===== config.mk =====
export PLATFORM = sky130hd
export DESIGN_NAME = csl_status_regs
export DESIGN_NICKNAME = d
export VERILOG_FILES = /design/src/csl_pkg.sv /design/src/csl_alert_latch.sv /design/src/csl_status_regs.sv /design/src/csl_sync.sv
export SDC_FILE = /design/constraint.sdc
export NUM_CORES = 1
export LEC_CHECK = 0
export BUFFER_PORTS_ARGS = -buffer_cell sky130_fd_sc_hd__buf_4
export CAP_MARGIN = 10
export CELL_PAD_IN_SITES_DETAIL_PLACEMENT = 0
export CELL_PAD_IN_SITES_GLOBAL_PLACEMENT = 2
export CORE_AREA = 2 2 131 133
export CTS_BUF_LIST = sky130_fd_sc_hd__clkbuf_4 sky130_fd_sc_hd__clkbuf_8 sky130_fd_sc_hd__clkbuf_16
export CTS_CLUSTER_SIZE = 20
export DETAILED_ROUTE_END_ITERATION = 16
export DIE_AREA = 0 0 133 135
export GPL_TIMING_DRIVEN = 1
export PLACE_DENSITY = 0.81
export SETUP_SLACK_MARGIN = 0.3
export SLEW_MARGIN = 40
export SYNTH_ARGS = -nofsm -noshare
export SYNTH_HDL_FRONTEND = slang
export SYNTH_SLANG_ARGS = --single-unit

===== constraint.sdc =====
create_clock -name core_clk -period 12.8 [get_ports core_clk]
set_input_delay 1.92 -clock core_clk [delete_from_list [all_inputs] [get_ports core_clk]]
set_output_delay 1.92 -clock core_clk [all_outputs]
set_load 0.01 [all_outputs]

===== src/csl_pkg.sv =====
// Constants for the charger state and alert latch block.
// Assumes a single core clock domain; the serial port is sampled inside.
package csl_pkg;
	// Register command codes
	localparam logic [7:0]  CMD_CHARGER_STATE = 8'h34;
	localparam logic [7:0]  CMD_CHARGE_STATUS = 8'h35;
	localparam logic [7:0]  CMD_LIMIT_ALERTS  = 8'h36;
	localparam logic [7:0]  CMD_STATE_ALERTS  = 8'h37;
	// Widths
	localparam int          STATE_W  = 13;
	localparam int          STATUS_W = 6;
	localparam int          LIMIT_W  = 16;
	// Charger state codes, one hot
	localparam logic [12:0] ST_DETECT_FAILED = 13'h1000;
	localparam logic [12:0] ST_BAT_DETECTION = 13'h0800;
	localparam logic [12:0] ST_EQUALIZE      = 13'h0400;
	localparam logic [12:0] ST_ABSORB        = 13'h0200;
	localparam logic [12:0] ST_SUSPENDED     = 13'h0100;
	localparam logic [12:0] ST_BULK_REG      = 13'h0040;
	localparam logic [12:0] ST_BAT_MISSING   = 13'h0002;
	localparam logic [12:0] ST_BAT_SHORT     = 13'h0001;
	localparam logic [12:0] STATE_RESET      = ST_SUSPENDED;
	localparam logic [12:0] STATE_USED_MASK  = 13'h1f43;
	// Charge status code for input current limit regulation
	localparam logic [5:0]  CS_INPUT_ILIM    = 6'h20;
	localparam logic [5:0]  STATUS_RESET     = 6'h00;
	// Limit alert bit positions
	localparam int          LA_TELEM_VALID = 15;
	localparam int          LA_RES_DONE    = 14;
	localparam int          LA_VBAT_LO     = 11;
	localparam int          LA_VBAT_HI     = 10;
	localparam int          LA_VIN_LO      = 9;
	localparam int          LA_VIN_HI      = 8;
	localparam int          LA_VOUT_LO     = 7;
	localparam int          LA_VOUT_HI     = 6;
	localparam int          LA_IIN_HI      = 5;
	localparam int          LA_IBAT_LO     = 4;
	localparam int          LA_DIE_HI      = 3;
	localparam int          LA_RES_HI      = 2;
	localparam int          LA_THERM_HI    = 1;
	localparam int          LA_THERM_LO    = 0;
	// Serial port address, value arbitrary
	localparam logic [6:0]  DEV_ADDR_DEFAULT = 7'h2a;
	localparam logic [2:0]  LAST_BIT         = 3'h7;
	// Serial port byte phases
	typedef enum logic [2:0] {
		SP_IDLE, SP_ADDR, SP_CMD, SP_WLO, SP_WHI, SP_RLO, SP_RHI
	} csl_phase_t;
endpackage : csl_pkg


===== src/csl_alert_latch.sv =====
// Sticky alert latch bank with enable gating and write-zero clear.
// Assumes set, enable and clear come from core_clk logic.
`timescale 1ns/1ns
module csl_alert_latch #(
	parameter int W = 16
) (
	input  wire logic         core_clk,
	input  wire logic         rst,
	input  wire logic [W-1:0] set_cond,
	input  wire logic [W-1:0] enable,
	input  wire logic         clr_wr,
	input  wire logic [W-1:0] clr_data,
	output logic      [W-1:0] latched
);
	logic [W-1:0] clr_mask;

	// Bits written as zero are cleared, ones keep their value
	assign clr_mask = clr_wr ? ~clr_data : '0;

	// Set wins over clear; a dropped enable clears the bit
	always_ff @(posedge core_clk) begin
		if (rst) begin
			latched <= '0;
		end else begin
			latched <= ((latched & ~clr_mask) | set_cond) & enable;
		end
	end

	a_set_enabled: assert property (@(posedge core_clk) disable iff (rst)
		(|(set_cond & enable)) |=> ((latched & $past(set_cond & enable)) == $past(set_cond & enable)))
		else $error("enabled alert not latched");
	a_never_unenabled: assert property (@(posedge core_clk) disable iff (rst)
		1'b1 |=> ((latched & ~$past(enable)) == '0))
		else $error("alert held without enable");
	a_clear_written: assert property (@(posedge core_clk) disable iff (rst)
		clr_wr |=> ((latched & ~$past(clr_data) & ~$past(set_cond)) == '0))
		else $error("written zero bit not cleared");
	a_sticky_hold: assert property (@(posedge core_clk) disable iff (rst)
		(!clr_wr) |=> ((latched & $past(latched & enable)) == $past(latched & enable)))
		else $error("alert dropped without clear");
endmodule : csl_alert_latch


===== src/csl_status_regs.sv =====
// Charger state and alert latch register block behind the serial port.
// Assumes the charger core, comparators and enable registers run on core_clk;
// the serial clock and data pins are asynchronous and sampled here.
`timescale 1ns/1ns
// Notes on behaviour
// - State register is 13 bits, one hot, read only, resets to suspended.
// - State codes: 4096,2048,1024,512,256,64,2,1 for the documented states.
// - Six bit one hot charge status, zero unless charging; value 32 is input limit.
// - Enabled limit alerts latch into 16 bits, sticky until cleared, reset zero.
// - Host clears a bit by writing it 0, others 1; only zero bits clear.
// - Clearing an enable bit clears its latched alert.
// - Bit 15 sets when telemetry warm-up ends and readings are valid.
// - Bit 14 sets when a resistance measurement result is stored.
// - Bit 11 on battery voltage below low limit, bit 10 above high.
// - Bit 9 on input voltage below low limit, bit 8 above high.
// - Bit 7 on output voltage below low limit, bit 6 above high.
// - Bit 5 on input current above its high limit.
// - Bit 4 on battery current below its low limit.
// - Bit 3 on die temperature above its high limit.
// - Bit 2 on resistance result above its high limit.
// - Bit 1 on thermistor voltage above high limit, bit 0 below low.
// - Enabled charger states latch into 13 sticky bits, reset zero, same clear.
// - State alert bit 12 on detection failed, bit 11 during detection.
// - State alert bits 10,9,8,6,1,0 for equalize, absorb, suspend, bulk, missing, short.
module csl_status_regs #(
	parameter logic [6:0] DEV_ADDR = csl_pkg::DEV_ADDR_DEFAULT
) (
	input  wire logic        core_clk,
	input  wire logic        rst,
	input  wire logic        scl_in,
	input  wire logic        sda_in,
	output logic             sda_out,
	output logic             sda_oe,
	input  wire logic [12:0] core_state,
	input  wire logic [5:0]  core_status,
	input  wire logic [15:0] limit_alert_enable,
	input  wire logic [12:0] state_alert_enable,
	input  wire logic        telem_ready,
	input  wire logic        res_done,
	input  wire logic        vbat_lo,
	input  wire logic        vbat_hi,
	input  wire logic        vin_lo,
	input  wire logic        vin_hi,
	input  wire logic        vout_lo,
	input  wire logic        vout_hi,
	input  wire logic        iin_hi,
	input  wire logic        ibat_lo,
	input  wire logic        die_temp_hi,
	input  wire logic        res_hi,
	input  wire logic        therm_hi,
	input  wire logic        therm_lo,
	output logic [12:0]      charger_state_indicator,
	output logic [5:0]       charge_status_indicator,
	output logic [15:0]      limit_alert_latches,
	output logic [12:0]      state_alert_latches
);
	// True in the states where the charger is delivering current
	function automatic logic is_charging(input logic [12:0] st);
		is_charging = (st == csl_pkg::ST_EQUALIZE) || (st == csl_pkg::ST_ABSORB)
			|| (st == csl_pkg::ST_BULK_REG);
	endfunction : is_charging

	// A code is accepted only if it is one of the defined one-hot states
	function automatic logic is_state_code(input logic [12:0] st);
		is_state_code = $onehot(st) && ((st & ~csl_pkg::STATE_USED_MASK) == '0);
	endfunction : is_state_code

	// Read data for a command code; unmapped codes read zero
	function automatic logic [15:0] reg_read(input logic [7:0] cmd,
		input logic [12:0] st, input logic [5:0] cs,
		input logic [15:0] la, input logic [12:0] sa);
		case (cmd)
			csl_pkg::CMD_CHARGER_STATE: reg_read = {3'h0, st};
			csl_pkg::CMD_CHARGE_STATUS: reg_read = {10'h000, cs};
			csl_pkg::CMD_LIMIT_ALERTS:  reg_read = la;
			csl_pkg::CMD_STATE_ALERTS:  reg_read = {3'h0, sa};
			default:                    reg_read = 16'h0000;
		endcase
	endfunction : reg_read

	logic [1:0]          pins_s;
	logic                scl_s;
	logic                sda_s;
	logic                scl_d;
	logic                sda_d;
	logic                scl_rise;
	logic                scl_fall;
	logic                bus_start;
	logic                bus_stop;
	csl_pkg::csl_phase_t phase;
	logic [2:0]          bit_cnt;
	logic                got8;
	logic                ack_phase;
	logic                rw_read;
	logic                master_nack;
	logic [7:0]          rx_shift;
	logic [7:0]          tx_shift;
	logic [7:0]          rd_hi;
	logic [7:0]          cmd_code;
	logic [7:0]          wr_lo;
	logic                wr_commit;
	logic [15:0]         wr_word;
	logic [12:0]         next_state;
	logic [15:0]         limit_set;
	logic [15:0]         rd_word;

	// Pin synchronisers
	csl_sync #(
		.W (2)
	) u_sync (
		.core_clk (core_clk),
		.rst      (rst),
		.async_in ({scl_in, sda_in}),
		.sync_out (pins_s)
	);

	assign scl_s = pins_s[1];
	assign sda_s = pins_s[0];

	// Delayed copies of the synchronised pins for edge detection
	always_ff @(posedge core_clk) begin
		if (rst) begin
			scl_d <= 1'b1;
			sda_d <= 1'b1;
		end else begin
			scl_d <= scl_s;
			sda_d <= sda_s;
		end
	end

	// Bus events
	assign scl_rise  = scl_s & ~scl_d;
	assign scl_fall  = ~scl_s & scl_d;
	assign bus_start = scl_s & scl_d & sda_d & ~sda_s;
	assign bus_stop  = scl_s & scl_d & ~sda_d & sda_s;

	assign rd_word = reg_read(cmd_code, charger_state_indicator, charge_status_indicator,
		limit_alert_latches, state_alert_latches);

	// Open-drain data: only ever pulls low
	always_ff @(posedge core_clk) begin
		if (rst) begin
			sda_out <= 1'b0;
		end else begin
			sda_out <= 1'b0;
		end
	end

	// Serial port byte engine: address, command, data word low byte first
	always_ff @(posedge core_clk) begin
		if (rst) begin
			phase       <= csl_pkg::SP_IDLE;
			bit_cnt     <= 3'h0;
			got8        <= 1'b0;
			ack_phase   <= 1'b0;
			rw_read     <= 1'b0;
			master_nack <= 1'b0;
			rx_shift    <= 8'h00;
			tx_shift    <= 8'h00;
			rd_hi       <= 8'h00;
			cmd_code    <= 8'h00;
			wr_lo       <= 8'h00;
			wr_commit   <= 1'b0;
			wr_word     <= 16'h0000;
			sda_oe      <= 1'b0;
		end else begin
			wr_commit <= 1'b0;
			if (bus_start) begin
				phase     <= csl_pkg::SP_ADDR;
				bit_cnt   <= 3'h0;
				got8      <= 1'b0;
				ack_phase <= 1'b0;
				sda_oe    <= 1'b0;
			end else if (bus_stop) begin
				phase  <= csl_pkg::SP_IDLE;
				sda_oe <= 1'b0;
			end else if (phase != csl_pkg::SP_IDLE && scl_rise) begin
				if (ack_phase) begin
					master_nack <= sda_s;
				end else begin
					rx_shift <= {rx_shift[6:0], sda_s};
					bit_cnt  <= bit_cnt + 3'h1;
					got8     <= (bit_cnt == csl_pkg::LAST_BIT);
				end
			end else if (phase != csl_pkg::SP_IDLE && scl_fall) begin
				if (got8) begin
					// Byte finished: acknowledge received bytes (the address only on a match), release after sent ones
					got8      <= 1'b0;
					ack_phase <= 1'b1;
					sda_oe    <= 1'b0;
					case (phase)
						csl_pkg::SP_ADDR: begin
							if (rx_shift[7:1] == DEV_ADDR) begin
								sda_oe  <= 1'b1;
								rw_read <= rx_shift[0];
							end else begin
								phase <= csl_pkg::SP_IDLE;
							end
						end
						csl_pkg::SP_CMD: begin
							cmd_code <= rx_shift;
							sda_oe   <= 1'b1;
						end
						csl_pkg::SP_WLO: begin
							wr_lo  <= rx_shift;
							sda_oe <= 1'b1;
						end
						csl_pkg::SP_WHI: begin
							wr_word   <= {rx_shift, wr_lo};
							wr_commit <= 1'b1;
							sda_oe    <= 1'b1;
						end
						default: begin
							sda_oe <= 1'b0;
						end
					endcase
				end else if (ack_phase) begin
					// Acknowledge slot over: move to the next byte
					ack_phase <= 1'b0;
					bit_cnt   <= 3'h0;
					sda_oe    <= 1'b0;
					case (phase)
						csl_pkg::SP_ADDR: begin
							if (rw_read) begin
								phase    <= csl_pkg::SP_RLO;
								tx_shift <= rd_word[7:0];
								rd_hi    <= rd_word[15:8];
								sda_oe   <= ~rd_word[7];
							end else begin
								phase <= csl_pkg::SP_CMD;
							end
						end
						csl_pkg::SP_CMD: phase <= csl_pkg::SP_WLO;
						csl_pkg::SP_WLO: phase <= csl_pkg::SP_WHI;
						csl_pkg::SP_RLO: begin
							if (master_nack) begin
								phase <= csl_pkg::SP_IDLE;
							end else begin
								phase    <= csl_pkg::SP_RHI;
								tx_shift <= rd_hi;
								sda_oe   <= ~rd_hi[7];
							end
						end
						default: phase <= csl_pkg::SP_IDLE;
					endcase
				end else if (phase == csl_pkg::SP_RLO || phase == csl_pkg::SP_RHI) begin
					// Shift out the next data bit, most significant first
					tx_shift <= {tx_shift[6:0], 1'b0};
					sda_oe   <= ~tx_shift[6];
				end
			end
		end
	end

	// Accept only valid one-hot state codes from the core
	assign next_state = is_state_code(core_state) ? core_state : charger_state_indicator;

	// Charger state indicator
	always_ff @(posedge core_clk) begin
		if (rst) begin
			charger_state_indicator <= csl_pkg::STATE_RESET;
		end else begin
			charger_state_indicator <= next_state;
		end
	end

	// Charge status shows only while charging and only as a single bit
	always_ff @(posedge core_clk) begin
		if (rst) begin
			charge_status_indicator <= csl_pkg::STATUS_RESET;
		end else if (is_charging(next_state) && $onehot(core_status)) begin
			charge_status_indicator <= core_status;
		end else begin
			charge_status_indicator <= csl_pkg::STATUS_RESET;
		end
	end

	// Limit alert trigger vector; unused positions never set
	always_comb begin
		limit_set                          = 16'h0000;
		limit_set[csl_pkg::LA_TELEM_VALID] = telem_ready;
		limit_set[csl_pkg::LA_RES_DONE]    = res_done;
		limit_set[csl_pkg::LA_VBAT_LO]     = vbat_lo;
		limit_set[csl_pkg::LA_VBAT_HI]     = vbat_hi;
		limit_set[csl_pkg::LA_VIN_LO]      = vin_lo;
		limit_set[csl_pkg::LA_VIN_HI]      = vin_hi;
		limit_set[csl_pkg::LA_VOUT_LO]     = vout_lo;
		limit_set[csl_pkg::LA_VOUT_HI]     = vout_hi;
		limit_set[csl_pkg::LA_IIN_HI]      = iin_hi;
		limit_set[csl_pkg::LA_IBAT_LO]     = ibat_lo;
		limit_set[csl_pkg::LA_DIE_HI]      = die_temp_hi;
		limit_set[csl_pkg::LA_RES_HI]      = res_hi;
		limit_set[csl_pkg::LA_THERM_HI]    = therm_hi;
		limit_set[csl_pkg::LA_THERM_LO]    = therm_lo;
	end

	// Limit alert latches, cleared by a word write to their command code
	csl_alert_latch #(
		.W (csl_pkg::LIMIT_W)
	) u_limit (
		.core_clk (core_clk),
		.rst      (rst),
		.set_cond (limit_set),
		.enable   (limit_alert_enable),
		.clr_wr   (wr_commit && cmd_code == csl_pkg::CMD_LIMIT_ALERTS),
		.clr_data (wr_word),
		.latched  (limit_alert_latches)
	);

	// State alert latches are set by the present state bit by bit and stay set until cleared
	csl_alert_latch #(
		.W (csl_pkg::STATE_W)
	) u_state (
		.core_clk (core_clk),
		.rst      (rst),
		.set_cond (charger_state_indicator),
		.enable   (state_alert_enable),
		.clr_wr   (wr_commit && cmd_code == csl_pkg::CMD_STATE_ALERTS),
		.clr_data (wr_word[12:0]),
		.latched  (state_alert_latches)
	);

	a_state_onehot: assert property (@(posedge core_clk) disable iff (rst)
		$onehot(charger_state_indicator))
		else $error("charger state not one hot");
	a_state_reset: assert property (@(posedge core_clk)
		rst |=> charger_state_indicator == csl_pkg::STATE_RESET)
		else $error("charger state reset value wrong");
	a_status_idle: assert property (@(posedge core_clk) disable iff (rst)
		!is_charging(charger_state_indicator) |-> charge_status_indicator == csl_pkg::STATUS_RESET)
		else $error("charge status nonzero while not charging");
	a_state_alert: assert property (@(posedge core_clk) disable iff (rst)
		(state_alert_enable[12] && charger_state_indicator == csl_pkg::ST_DETECT_FAILED)
		|=> state_alert_latches[12])
		else $error("detection failed alert missed");
	a_telem_alert: assert property (@(posedge core_clk) disable iff (rst)
		(telem_ready && limit_alert_enable[15]) |=> limit_alert_latches[15])
		else $error("telemetry alert missed");
	a_unused_zero: assert property (@(posedge core_clk) disable iff (rst)
		limit_alert_latches[13:12] == 2'h0)
		else $error("unused limit alert bits set");
endmodule : csl_status_regs


===== src/csl_sync.sv =====
// Two-flop synchroniser for pin inputs.
// Assumes inputs are asynchronous to core_clk.
`timescale 1ns/1ns
module csl_sync #(
	parameter int W = 2
) (
	input  wire logic         core_clk,
	input  wire logic         rst,
	input  wire logic [W-1:0] async_in,
	output logic      [W-1:0] sync_out
);
	logic [W-1:0] meta;

	// First stage feeds only the second stage; idle bus level is high
	always_ff @(posedge core_clk) begin
		if (rst) begin
			meta     <= '1;
			sync_out <= '1;
		end else begin
			meta     <= async_in;
			sync_out <= meta;
		end
	end
endmodule : csl_sync

# [After elaboration in Yosys (flattened, before gate mapping)]
# Index checks and enable logic that the tools add are counted.
[totals] input_bits=66 elab_cells=174 output_inout_bits=50 reg_bits=121
[op_classes] n_eq_ne=27 reduce_logical=37 n_bitwise=31 addsub=18 mux=38
[op_table] cell="one-hot mux 16 bit (4 select lines)" n=1
[op_table] cell="two-way mux 3 bit" n=11
[op_table] cell="bitwise AND 16 bit" n=2
[op_table] cell="== test 8 x 6 -> 1 bit, second input constant" n=4
[op_table] cell="NOT 16 bit" n=2
[op_table] cell="two-way mux 7 bit" n=4
[op_table] cell="bitwise AND 13 bit" n=2
[op_table] cell="two-way mux 13 bit" n=2
[op_table] cell="NOT 13 bit" n=2
[op_table] cell="adder 1 x 1 -> 2 bit" n=9
[op_table] cell="AND reduction 6 bit" n=3
[op_table] cell="two-way mux 16 bit" n=1
[op_table] cell="bitwise OR 16 bit" n=1
[op_table] cell="two-way mux 1 bit" n=15
[op_table] cell="AND reduction 5 bit" n=3
[op_table] cell="NOT 1 bit" n=14
[op_table] cell="one-hot mux 7 bit (2 select lines)" n=1
[op_table] cell="== test 13 x 10 -> 1 bit, second input constant" n=1
[op_table] cell="== test 13 x 11 -> 1 bit, second input constant" n=1
[op_table] cell="== test 13 x 7 -> 1 bit, second input constant" n=1
[op_table] cell="logical NOT 13 bit" n=1
[op_table] cell="bitwise OR 13 bit" n=1
[op_table] cell="adder 2 x 2 -> 3 bit" n=4
[op_table] cell="== test 3 bit, second input constant" n=4
[op_table] cell="31 further kinds" n=61

# [Logic depth before layout (Yosys ltp)]
# Gate-level depths: netlist of the first run.
[logic_depth] depth_word=13 mapped_depth=14 mapped_depth_nobuf=13

# [By module]
# From an unflattened synthesis of the first run, not the netlist that was laid out.
[unflattened] hier_cells=626 area_unflattened_um2=6289.8
[modules_own_cells] mod="csl_status_regs" area_each_um2=4683.2 cells_per_inst=497 n_inst=1
[modules_own_cells] mod="csl_alert_latch at u_limit" area_each_um2=828.3 cells_per_inst=67 n_inst=1
[modules_own_cells] mod="csl_alert_latch at u_state" area_each_um2=673.1 cells_per_inst=54 n_inst=1
[modules_own_cells] mod="csl_sync" area_each_um2=105.1 cells_per_inst=8 n_inst=1

# [Worst setup path before layout of the first run]
# OpenSTA, ideal clock, no wires.
[synth_path] path_type="input to register" startpoint="in core_state[0]" endpoint="reg charge_status_indicator[4]" path_buffers=0 slack_ns=7.165 setup_time_ns=0.070 path_stages=13 required_time_ns=12.730 arrival_ns=5.565 cell_sequence="fa_1 -> fa_1 -> inv_1 -> fa_1 -> fa_1 -> inv_1 -> fa_1 -> inv_1 -> fa_1 -> a211oi_1 -> mux2i_1 -> or4_4 -> a21oi_1"
[synth_via] elab_chain_cells=13 word_cells_on_any_way=15
[synth_rtl] element="start, declared" line_no="csl_status_regs.sv:34" rtl="input wire logic [12:0] core_state,"
[synth_rtl] element="adder 1 x 1 -> 2 bit (implied by the code)" line_no="csl_status_regs.sv:65" rtl="is_state_code = $onehot(st) && ((st & ~csl_pkg::STATE_USED_MASK) == '0);"
[synth_rtl] element="adder 2 x 2 -> 3 bit (implied by the code)" line_no="csl_status_regs.sv:65"
[synth_rtl] element="adder 3 x 3 -> 4 bit (implied by the code)" line_no="csl_status_regs.sv:65"
[synth_rtl] element="adder 4 bit (implied by the code)" line_no="csl_status_regs.sv:65"
[synth_rtl] element="== test 4 x 1 -> 1 bit" line_no="csl_status_regs.sv:65"
[synth_rtl] element="logical AND 1 bit" line_no="csl_status_regs.sv:65"
[synth_rtl] element="two-way mux 13 bit *" line_no="csl_status_regs.sv:256" rtl="assign next_state = is_state_code(core_state) ? core_state : charger_state_indicator;"
[synth_rtl] element="== test 13 x 11 -> 1 bit / == test 13 x 10 -> 1 bit (equally long branches)" line_no="csl_status_regs.sv:59" rtl="is_charging = (st == csl_pkg::ST_EQUALIZE) || (st == csl_pkg::ST_ABSORB)"
[synth_rtl] element="logical OR 1 bit" line_no="csl_status_regs.sv:59"
[synth_rtl] element="logical OR 1 bit *" line_no="csl_status_regs.sv:60" rtl="|| (st == csl_pkg::ST_BULK_REG);"
[synth_rtl] element="logical AND 1 bit *" line_no="csl_status_regs.sv:271" rtl="end else if (is_charging(next_state) && $onehot(core_status)) begin"
[synth_rtl] element="NOT 1 bit (no source line) *"
[synth_rtl] element="OR reduction 2 bit (no source line) *"
[synth_rtl] element="end signal, assigned" line_no="csl_status_regs.sv:270" rtl="charge_status_indicator <= csl_pkg::STATUS_RESET;"
[synth_rtl] element="end signal, assigned" line_no="csl_status_regs.sv:272" rtl="charge_status_indicator <= core_status;"
[synth_rtl] element="end signal, assigned" line_no="csl_status_regs.sv:274" rtl="charge_status_indicator <= csl_pkg::STATUS_RESET;"
[synth_rtl] element="end, declared" line_no="csl_status_regs.sv:53" rtl="output logic [5:0] charge_status_indicator,"
# Mark *: on every way between the ends. The rest lies on a longest branch, timed or not.
# A chain may end at the register's enable or synchronous reset.

# [Final worst setup path of the first run]
# Same ends and word-level chain as after synthesis.

==> key figures, run 1 <==
Routing
  • Starting DRT DRC Count: 271
  • Total wire length: approximately 18 mm
  • DR pass1 iterations: 4
  • WL/cell: 18.9 um
  • Number of vias in the routed layout: 5104
  • DRT antenna net count: 0
  • Via density per instance: 5.44
  • Drc violations: 0

Clock tree
  • CTS resizes: 0
  • Setup Buffers After CTS: 0
  • CTS tree: done
  • H-tree depth: 4
  • Post-CTS Hold Fix Bufs: 0
  • Clk slew on worst S/H paths: 0.05 ns
  • Root buffer cell: clkbuf_16
  • Worst-Skew Late Latency: approximately 0.41 ns
  • Clock Tree Buf Depth: 2
  • Number of CTS-inserted buffers: 17
  • CTS Sinks: between 100 and 150

Synth
  • Most frequent cells after synthesis: 121 x dfxtp_1, 71 x nor2_1, 52 x mux2i_1, 49 x a21oi_1, 27 x clkbuf_1
  • Post-Syn Nets: between 700 and 800
  • Top-area cell type share of the netlist area: 0.414
  • Simple-gate area share of the yosys netlist: 0.204
  • Synth warn: 0
  • Post-synthesis mux area share: 0.114
  • Syn Inst Count: 617
  • Main combinational cell family by area after synthesis: simple AND/OR/NAND/NOR gates
  • Ranking of synthesized cells by area: dfxtp_1 41%, mux2i_1 8.9%, nor2_1 4.6%
  • Number of synthesized flops with an enable pin: 0
  • Synth Area in Compound Gates: 0.159
  • Asr flop ratio synth: 0
  • Seq/Total Area, Yosys: 0.414
  • Yosys cell types: 70
  • Xor/xnor share of the synthesized area: 0.00599
  • Synth area leader: dfxtp_1
  • FF+latch count, synth: 121
  • Syn Area/Cell: 9.49 um2
  • Synth Area in Adders: 0.0526
  • Top FF cell, synth: dfxtp_1
  • Most common cell in the netlist: dfxtp_1
  • Synthesized area: 0.00585 mm2

Final layout
  • Fin area: 0.00736 mm2
  • Area Growth Syn to Fin: 25.8%
  • Final nets: 792
  • Share of layout cells above drive strength 1: 0.241
  • Antenna cells: 0

Floorplan
  • Initial Utilization: 0.357
  • Core area: between 0.015 and 0.02 mm2
  • Chip width: 133 um
  • I/O Pins: 116
  • Row count: 47
  • Die area: between 0.015 and 0.02 mm2
  • DIE HEIGHT: about 140 um

STA
  • Crit share post-route: 0.455
  • Fin crit period: between 5 and 6 ns
  • Fin. Hold Viols: 0
  • Setup ws final: ~7 ns
  • Worst-Margin Slew: 0.764 ns
  • RSZ-0062 raised after global routing: false
  • Worst hold slack: 0.413 ns
  • Setup Total Neg Slack: 0 ns
  • Final Setup Violations: 0
  • Rel. slew slack: 0.476
  • Pins Over Slew Limit: 0
  • Clk_skew: 0.00616 ns
  • Fmax: 172 MHz

Placement
  • DP Area: 0.00682 mm2
  • GPL Wtd Cong: 0.816
  • Port Buffers: 114
  • DP HPWL: 13.2 mm
  • Setup WS pre-CTS: 6.52 ns

Worst setup path
  • Critical path data required time: around 13 ns
  • Crit-path max cell delay: 0.64 ns
  • Worst R2R Start: cmd_code[3]
  • Critical path data arrival time: 6.16 ns
  • Critical path type: in -> reg
  • CP Cell Sequence: buf_4, fa_1, fa_1, inv_1, fa_1, fa_1, inv_1, fa_1, inv_1, fa_1, a211oi_1, mux2i_1, or4_4, a21oi_1
  • Crit-path slowest cell: or4_4
  • CP dominant cell by count: fa_1
  • Worst setup SP type: input pin
  • RR Endpoint: u_limit.latched[4]
  • FF-to-FF path depth: 4
  • CP endpoint kind: flip-flop
  • Critical path peak fanout: 11
  • R2R setup slack: 10.43 ns
  • Worst path top cell family by delay: adder cells
  • Critical path buffer and inverter count: 4

Global routing
  • Initial antenna violation count: 0
  • Global-route wire length before repair: about 28 mm
  • Largest net degree at the start of global routing: 93
  • GRT Overall Usage: 0.201
  • Grt ovf: 0
  • Vias in the first global route: slightly above 5000

Min path
  • Hold depth: 1
  • Worst hold start: u_sync.meta[1]
  • Worst Hold End: u_sync.sync_out[1]
  • Min-delay worst type: reg -> reg

Run status
  • Status: finished, final reports clean

Job
  • Maxcap violations: 0

Pwr
  • Leak: 3.04 nW
  • Final total power: 0.000919 W
  • VDD IR max: 82.8 uV
  • Cell area power density: 125 mW/mm2
==> routing by layer <==
layer	routed length, um	track usage	share of wire	vias up
met5	0	0	0	-
met4	277	0.0585	0.016	0
met3	919	0.0507	0.052	21
met2	8180	0.320	0.46	142
met1	8360	0.270	0.47	2502
li1	-	-	-	2439
==> layout by cell type (no fill, tap or decap), drive strengths merged, types with 15 or more instances in the layout <==
cell type  count
buf          118
nand3         15
dfxtp        121
nand2         20
and3b         15
nand4         20
o211ai        15
clkbuf        27
mux2i         52
a21oi         49
inv           23
nor2          71
nor3b         22
==> metrics by stage <==
stage | util | instances
floorplan | - | 617
global placement | 0.415 | 909
detailed placement | 0.416 | 909
CTS | 0.449 | 939
global route | 0.449 | 939
finish | 0.449 | 939
==> area by class of cell <==
| type | count | area (um2) |
|---|---|---|
| fill | 1583 | 9050 |
| multi-input combinational | 426 | 3140 |
| sequential | 121 | 2420 |
| timing repair buffer | 118 | 890 |
| clock buffer | 27 | 526 |
| tap | 220 | 275 |
| inverter | 24 | 90.1 |
| clock inverter | 3 | 15.0 |
==> registers in the layout, summed over array words and instances, names as in the netlist <==
| name | count |
|---|---|
| u_sync.sync_out | 2 |
| sda_d | 1 |
| cmd_code | 8 |
| tx_shift | 7 |
| rw_read | 1 |
| wr_word | 16 |
| u_state.latched | 13 |
| charger_state_indicator | 13 |
| sda_oe | 1 |
| u_sync.meta | 2 |
| master_nack | 1 |
| rx_shift | 8 |
| bit_cnt | 3 |
| got8 | 1 |
| wr_lo | 8 |
| ack_phase | 1 |
| scl_d | 1 |
| charge_status_indicator | 6 |
| phase | 3 |
| wr_commit | 1 |
| rd_hi | 8 |
| u_limit.latched | 16 |
==> where the power goes <==
group | total (W) | internal, W | switching (W)
clock | 0.000435 | 0.000277 | 0.000158
sequential | 0.000386 | 0.000381 | 0.00000487
combinational | 0.0000988 | 0.0000428 | 0.0000559
total | 0.000919 | 0.000701 | 0.000218
==> cell families (layout without fill, tap and decap cells) <==
logic type                 Yosys count  count (layout)
AOI/OAI and AO/OA                  135             135
adders and majority gates           18              18
muxes                               59              59
other                                1               1
DFF                                121             121
xor gates and xnor gates             4               4
buffers and inverters               70             172
and+or+nand+nor                    209             209
==> worst reg2reg max path: cells and delay by family, from the launching register on <==
| kind | cells | cell delay, ns |
|---|---|---|
| simple gates | 3 | 1.74 |
| compound gates | 1 | 0.16 |
| flops | 1 | 0.30 |
==> how the worst max path moves through the flow <==
stage / to / start / slack [ns] / cells past startpoint
2_1_floorplan: charge_status_indicator[4] / core_state[0] / 7.17 / 13
3_3_place_gp: charge_status_indicator[2] / core_state[0] / 6.73 / 14
5_1_grt: charge_status_indicator[1] / core_state[0] / 6.75 / 14
4_1_cts: charge_status_indicator[4] / core_state[0] / 6.97 / 14
6_report: charge_status_indicator[4] / core_state[0] / 6.97 / 14
3_5_place_dp: charge_status_indicator[4] / core_state[0] / 6.52 / 14
No activity file was read; power rests on OpenSTA's default activity.
==> run 2, diff against run 1 <==
Settings changed: CORE_AREA 2 2 131 133 to 2 2 141 143, DIE_AREA 0 0 133 135 to 0 0 143 145, PLACE_DENSITY 0.81 to 0.74.
Clock period 12.8 ns to 5.18 ns, I/O delays scaled along.
==> key figures, run 2 (synthesis gave the netlist of run 1 again) <==
Final layout
  • Fillers: 1937
  • Most common cell after layout, fill and taps aside: dfxtp_1
  • Top flop regs: u_limit.latched: 16 flops, wr_word: 16 flops
  • Area Growth Syn to Fin: 28.7%
  • Seq. cell area: 0.00242 mm2
  • Multi-input logic area: 0.00314 mm2
  • Share of layout cells above drive strength 1: 0.246
  • Most frequent cells in the layout: 121 x dfxtp_1, 120 x buf_4, 71 x nor2_1
  • Core Util, Final: 0.392
  • Final nets: 795
  • Antenna cells: 0
  • Fin area: around 0.0075 mm2
  • Finished Layout Cells: 989

Floorplan
  • Row count: 51
  • Initial Utilization: 0.305
  • I/O Pins: 116
  • Chip width: 143 um
  • Die area: 0.0207 mm2
  • Core area: 0.0192 mm2
  • DIE HEIGHT: 145 um

Placement
  • DP Area: 0.00689 mm2
  • GPL Wtd Cong: 0.841
  • Placed cell count: 956
  • DP HPWL: 13.4 mm
  • Port Buffers: 114

Min path
  • Min-delay worst type: reg -> reg

Clock tree
  • Worst-Skew Late Latency: 0.41 ns
  • Number of CTS-inserted buffers: 17
  • H-tree depth: 4
  • Root buffer cell: clkbuf_16
  • Setup Buffers After CTS: 0
  • CTS tree: done
  • CTS resizes: 0
  • Post-CTS Hold Fix Bufs: 0
  • Clk slew on worst S/H paths: 0.06 ns
  • Clock Tree Buf Depth: 2
  • CTS Sinks: around 120

Worst setup path
  • Critical path peak fanout: 6
  • Critical path type: in -> reg
  • Critical path data required time: 5.52 ns
  • Critical path data arrival time: 4.84 ns
  • CP endpoint kind: flip-flop
  • Worst setup SP type: input pin

Routing
  • Number of vias in the routed layout: 5122
  • Drc violations: 0
  • Total wire length: 18.1 mm
  • Starting DRT DRC Count: 298
  • DR pass1 iterations: 5
  • DRT antenna net count: 0
  • WL/cell: 18.3 um
  • Via density per instance: 5.18

Global routing
  • Initial antenna violation count: 0
  • Grt ovf: 0
  • Largest net degree at the start of global routing: 70
  • Global-route wire length before repair: between 20 and 30 mm
  • Vias in the first global route: 5227
  • GRT Overall Usage: 0.179

Job
  • Maxcap violations: 0

STA
  • Pins Over Slew Limit: 0
  • Fin. Hold Viols: 0
  • Fmax: 222 MHz
  • Rel. slew slack: 0.487
  • Crit share post-route: 0.869
  • Clk_skew: 0.00657 ns
  • Setup Total Neg Slack: 0 ns
  • Final Setup Violations: 0
  • Fin crit period: 4.50 ns
  • Worst-Margin Slew: 0.768 ns
  • RSZ-0062 raised after global routing: false

Run status
  • Status: finished, final reports clean

Pwr
  • Final total power: 0.00247 W
  • Cell area power density: 327 mW/mm2
  • VDD IR max: approximately 190 uV
  • Leak: 3.08 nW
==> run 2: cell types whose count changed in the layout (fill, tap and decap cells not counted) <==
cell / previous run / this run
clkbuf_4: 6 / 2
clkbuf_8: 4 / 1
bufinv_16: 0 / 4
clkinvlp_4: 0 / 4
clkinv_4: 0 / 1
buf_6: 1 / 0
buf_8: 0 / 1
buf_4: 117 / 120
==> run 2: metal layers <==
layer  part of all wire  wire length, um  track usage  vias up
li1                   -                -            -     2459
met5                  0                0            0        -
met1               0.47             8510        0.252     2506
met3              0.055              992       0.0449       17
met4              0.014              248       0.0460        0
met2               0.46             8320        0.273      140
==> run 2: final cells by class <==
class,count,share of cell area
Inverter,24,0.0120
Clock buffer,20,0.0603
Sequential cell,121,0.322
Multi-Input combinational cell,426,0.417
Tap cell,265,0.0440
Timing Repair Buffer,121,0.122
Clock inverter,12,0.0231
==> run 2: where the power goes <==
| part | switching, W | total (W) | internal [W] |
|---|---|---|---|
| logic | 0.000143 | 0.000259 | 0.000117 |
| clock network | 0.000429 | 0.00125 | 0.000825 |
| registers | 0.0000123 | 0.000952 | 0.000940 |
==> run 2: per-stage QoR <==
step	hold WS, ns	worst slack [ns]
5_1_grt	0.426	0.480
2_1_floorplan	0.389	0.688
4_1_cts	0.421	0.695
3_5_place_dp	0.406	0.250
6_report	0.415	0.681
3_3_place_gp	0.407	0.440
==> run 2: worst paths after layout <==
check | start | to | slack [ns] | depth (start not counted)
setup reg to reg | cmd_code[1] | sda_oe | 2.90 | 5
setup / recovery | core_state[0] | charge_status_indicator[2] | 0.68 | 14
hold reg to reg | u_sync.meta[0] | u_sync.sync_out[0] | 0.42 | 1
hold / removal | u_sync.meta[0] | u_sync.sync_out[0] | 0.42 | 1
==> run 2: worst max-delay path, cell delays in order <==
cell	delay [ns]
buf_4	0.13
fa_1	0.49
fa_1	0.53
inv_1	0.06
fa_1	0.53
fa_1	0.42
inv_1	0.07
fa_1	0.18
inv_1	0.06
fa_1	0.39
a211oi_1	0.28
mux2i_1	0.16
or4_4	0.58
a21boi_1	0.17
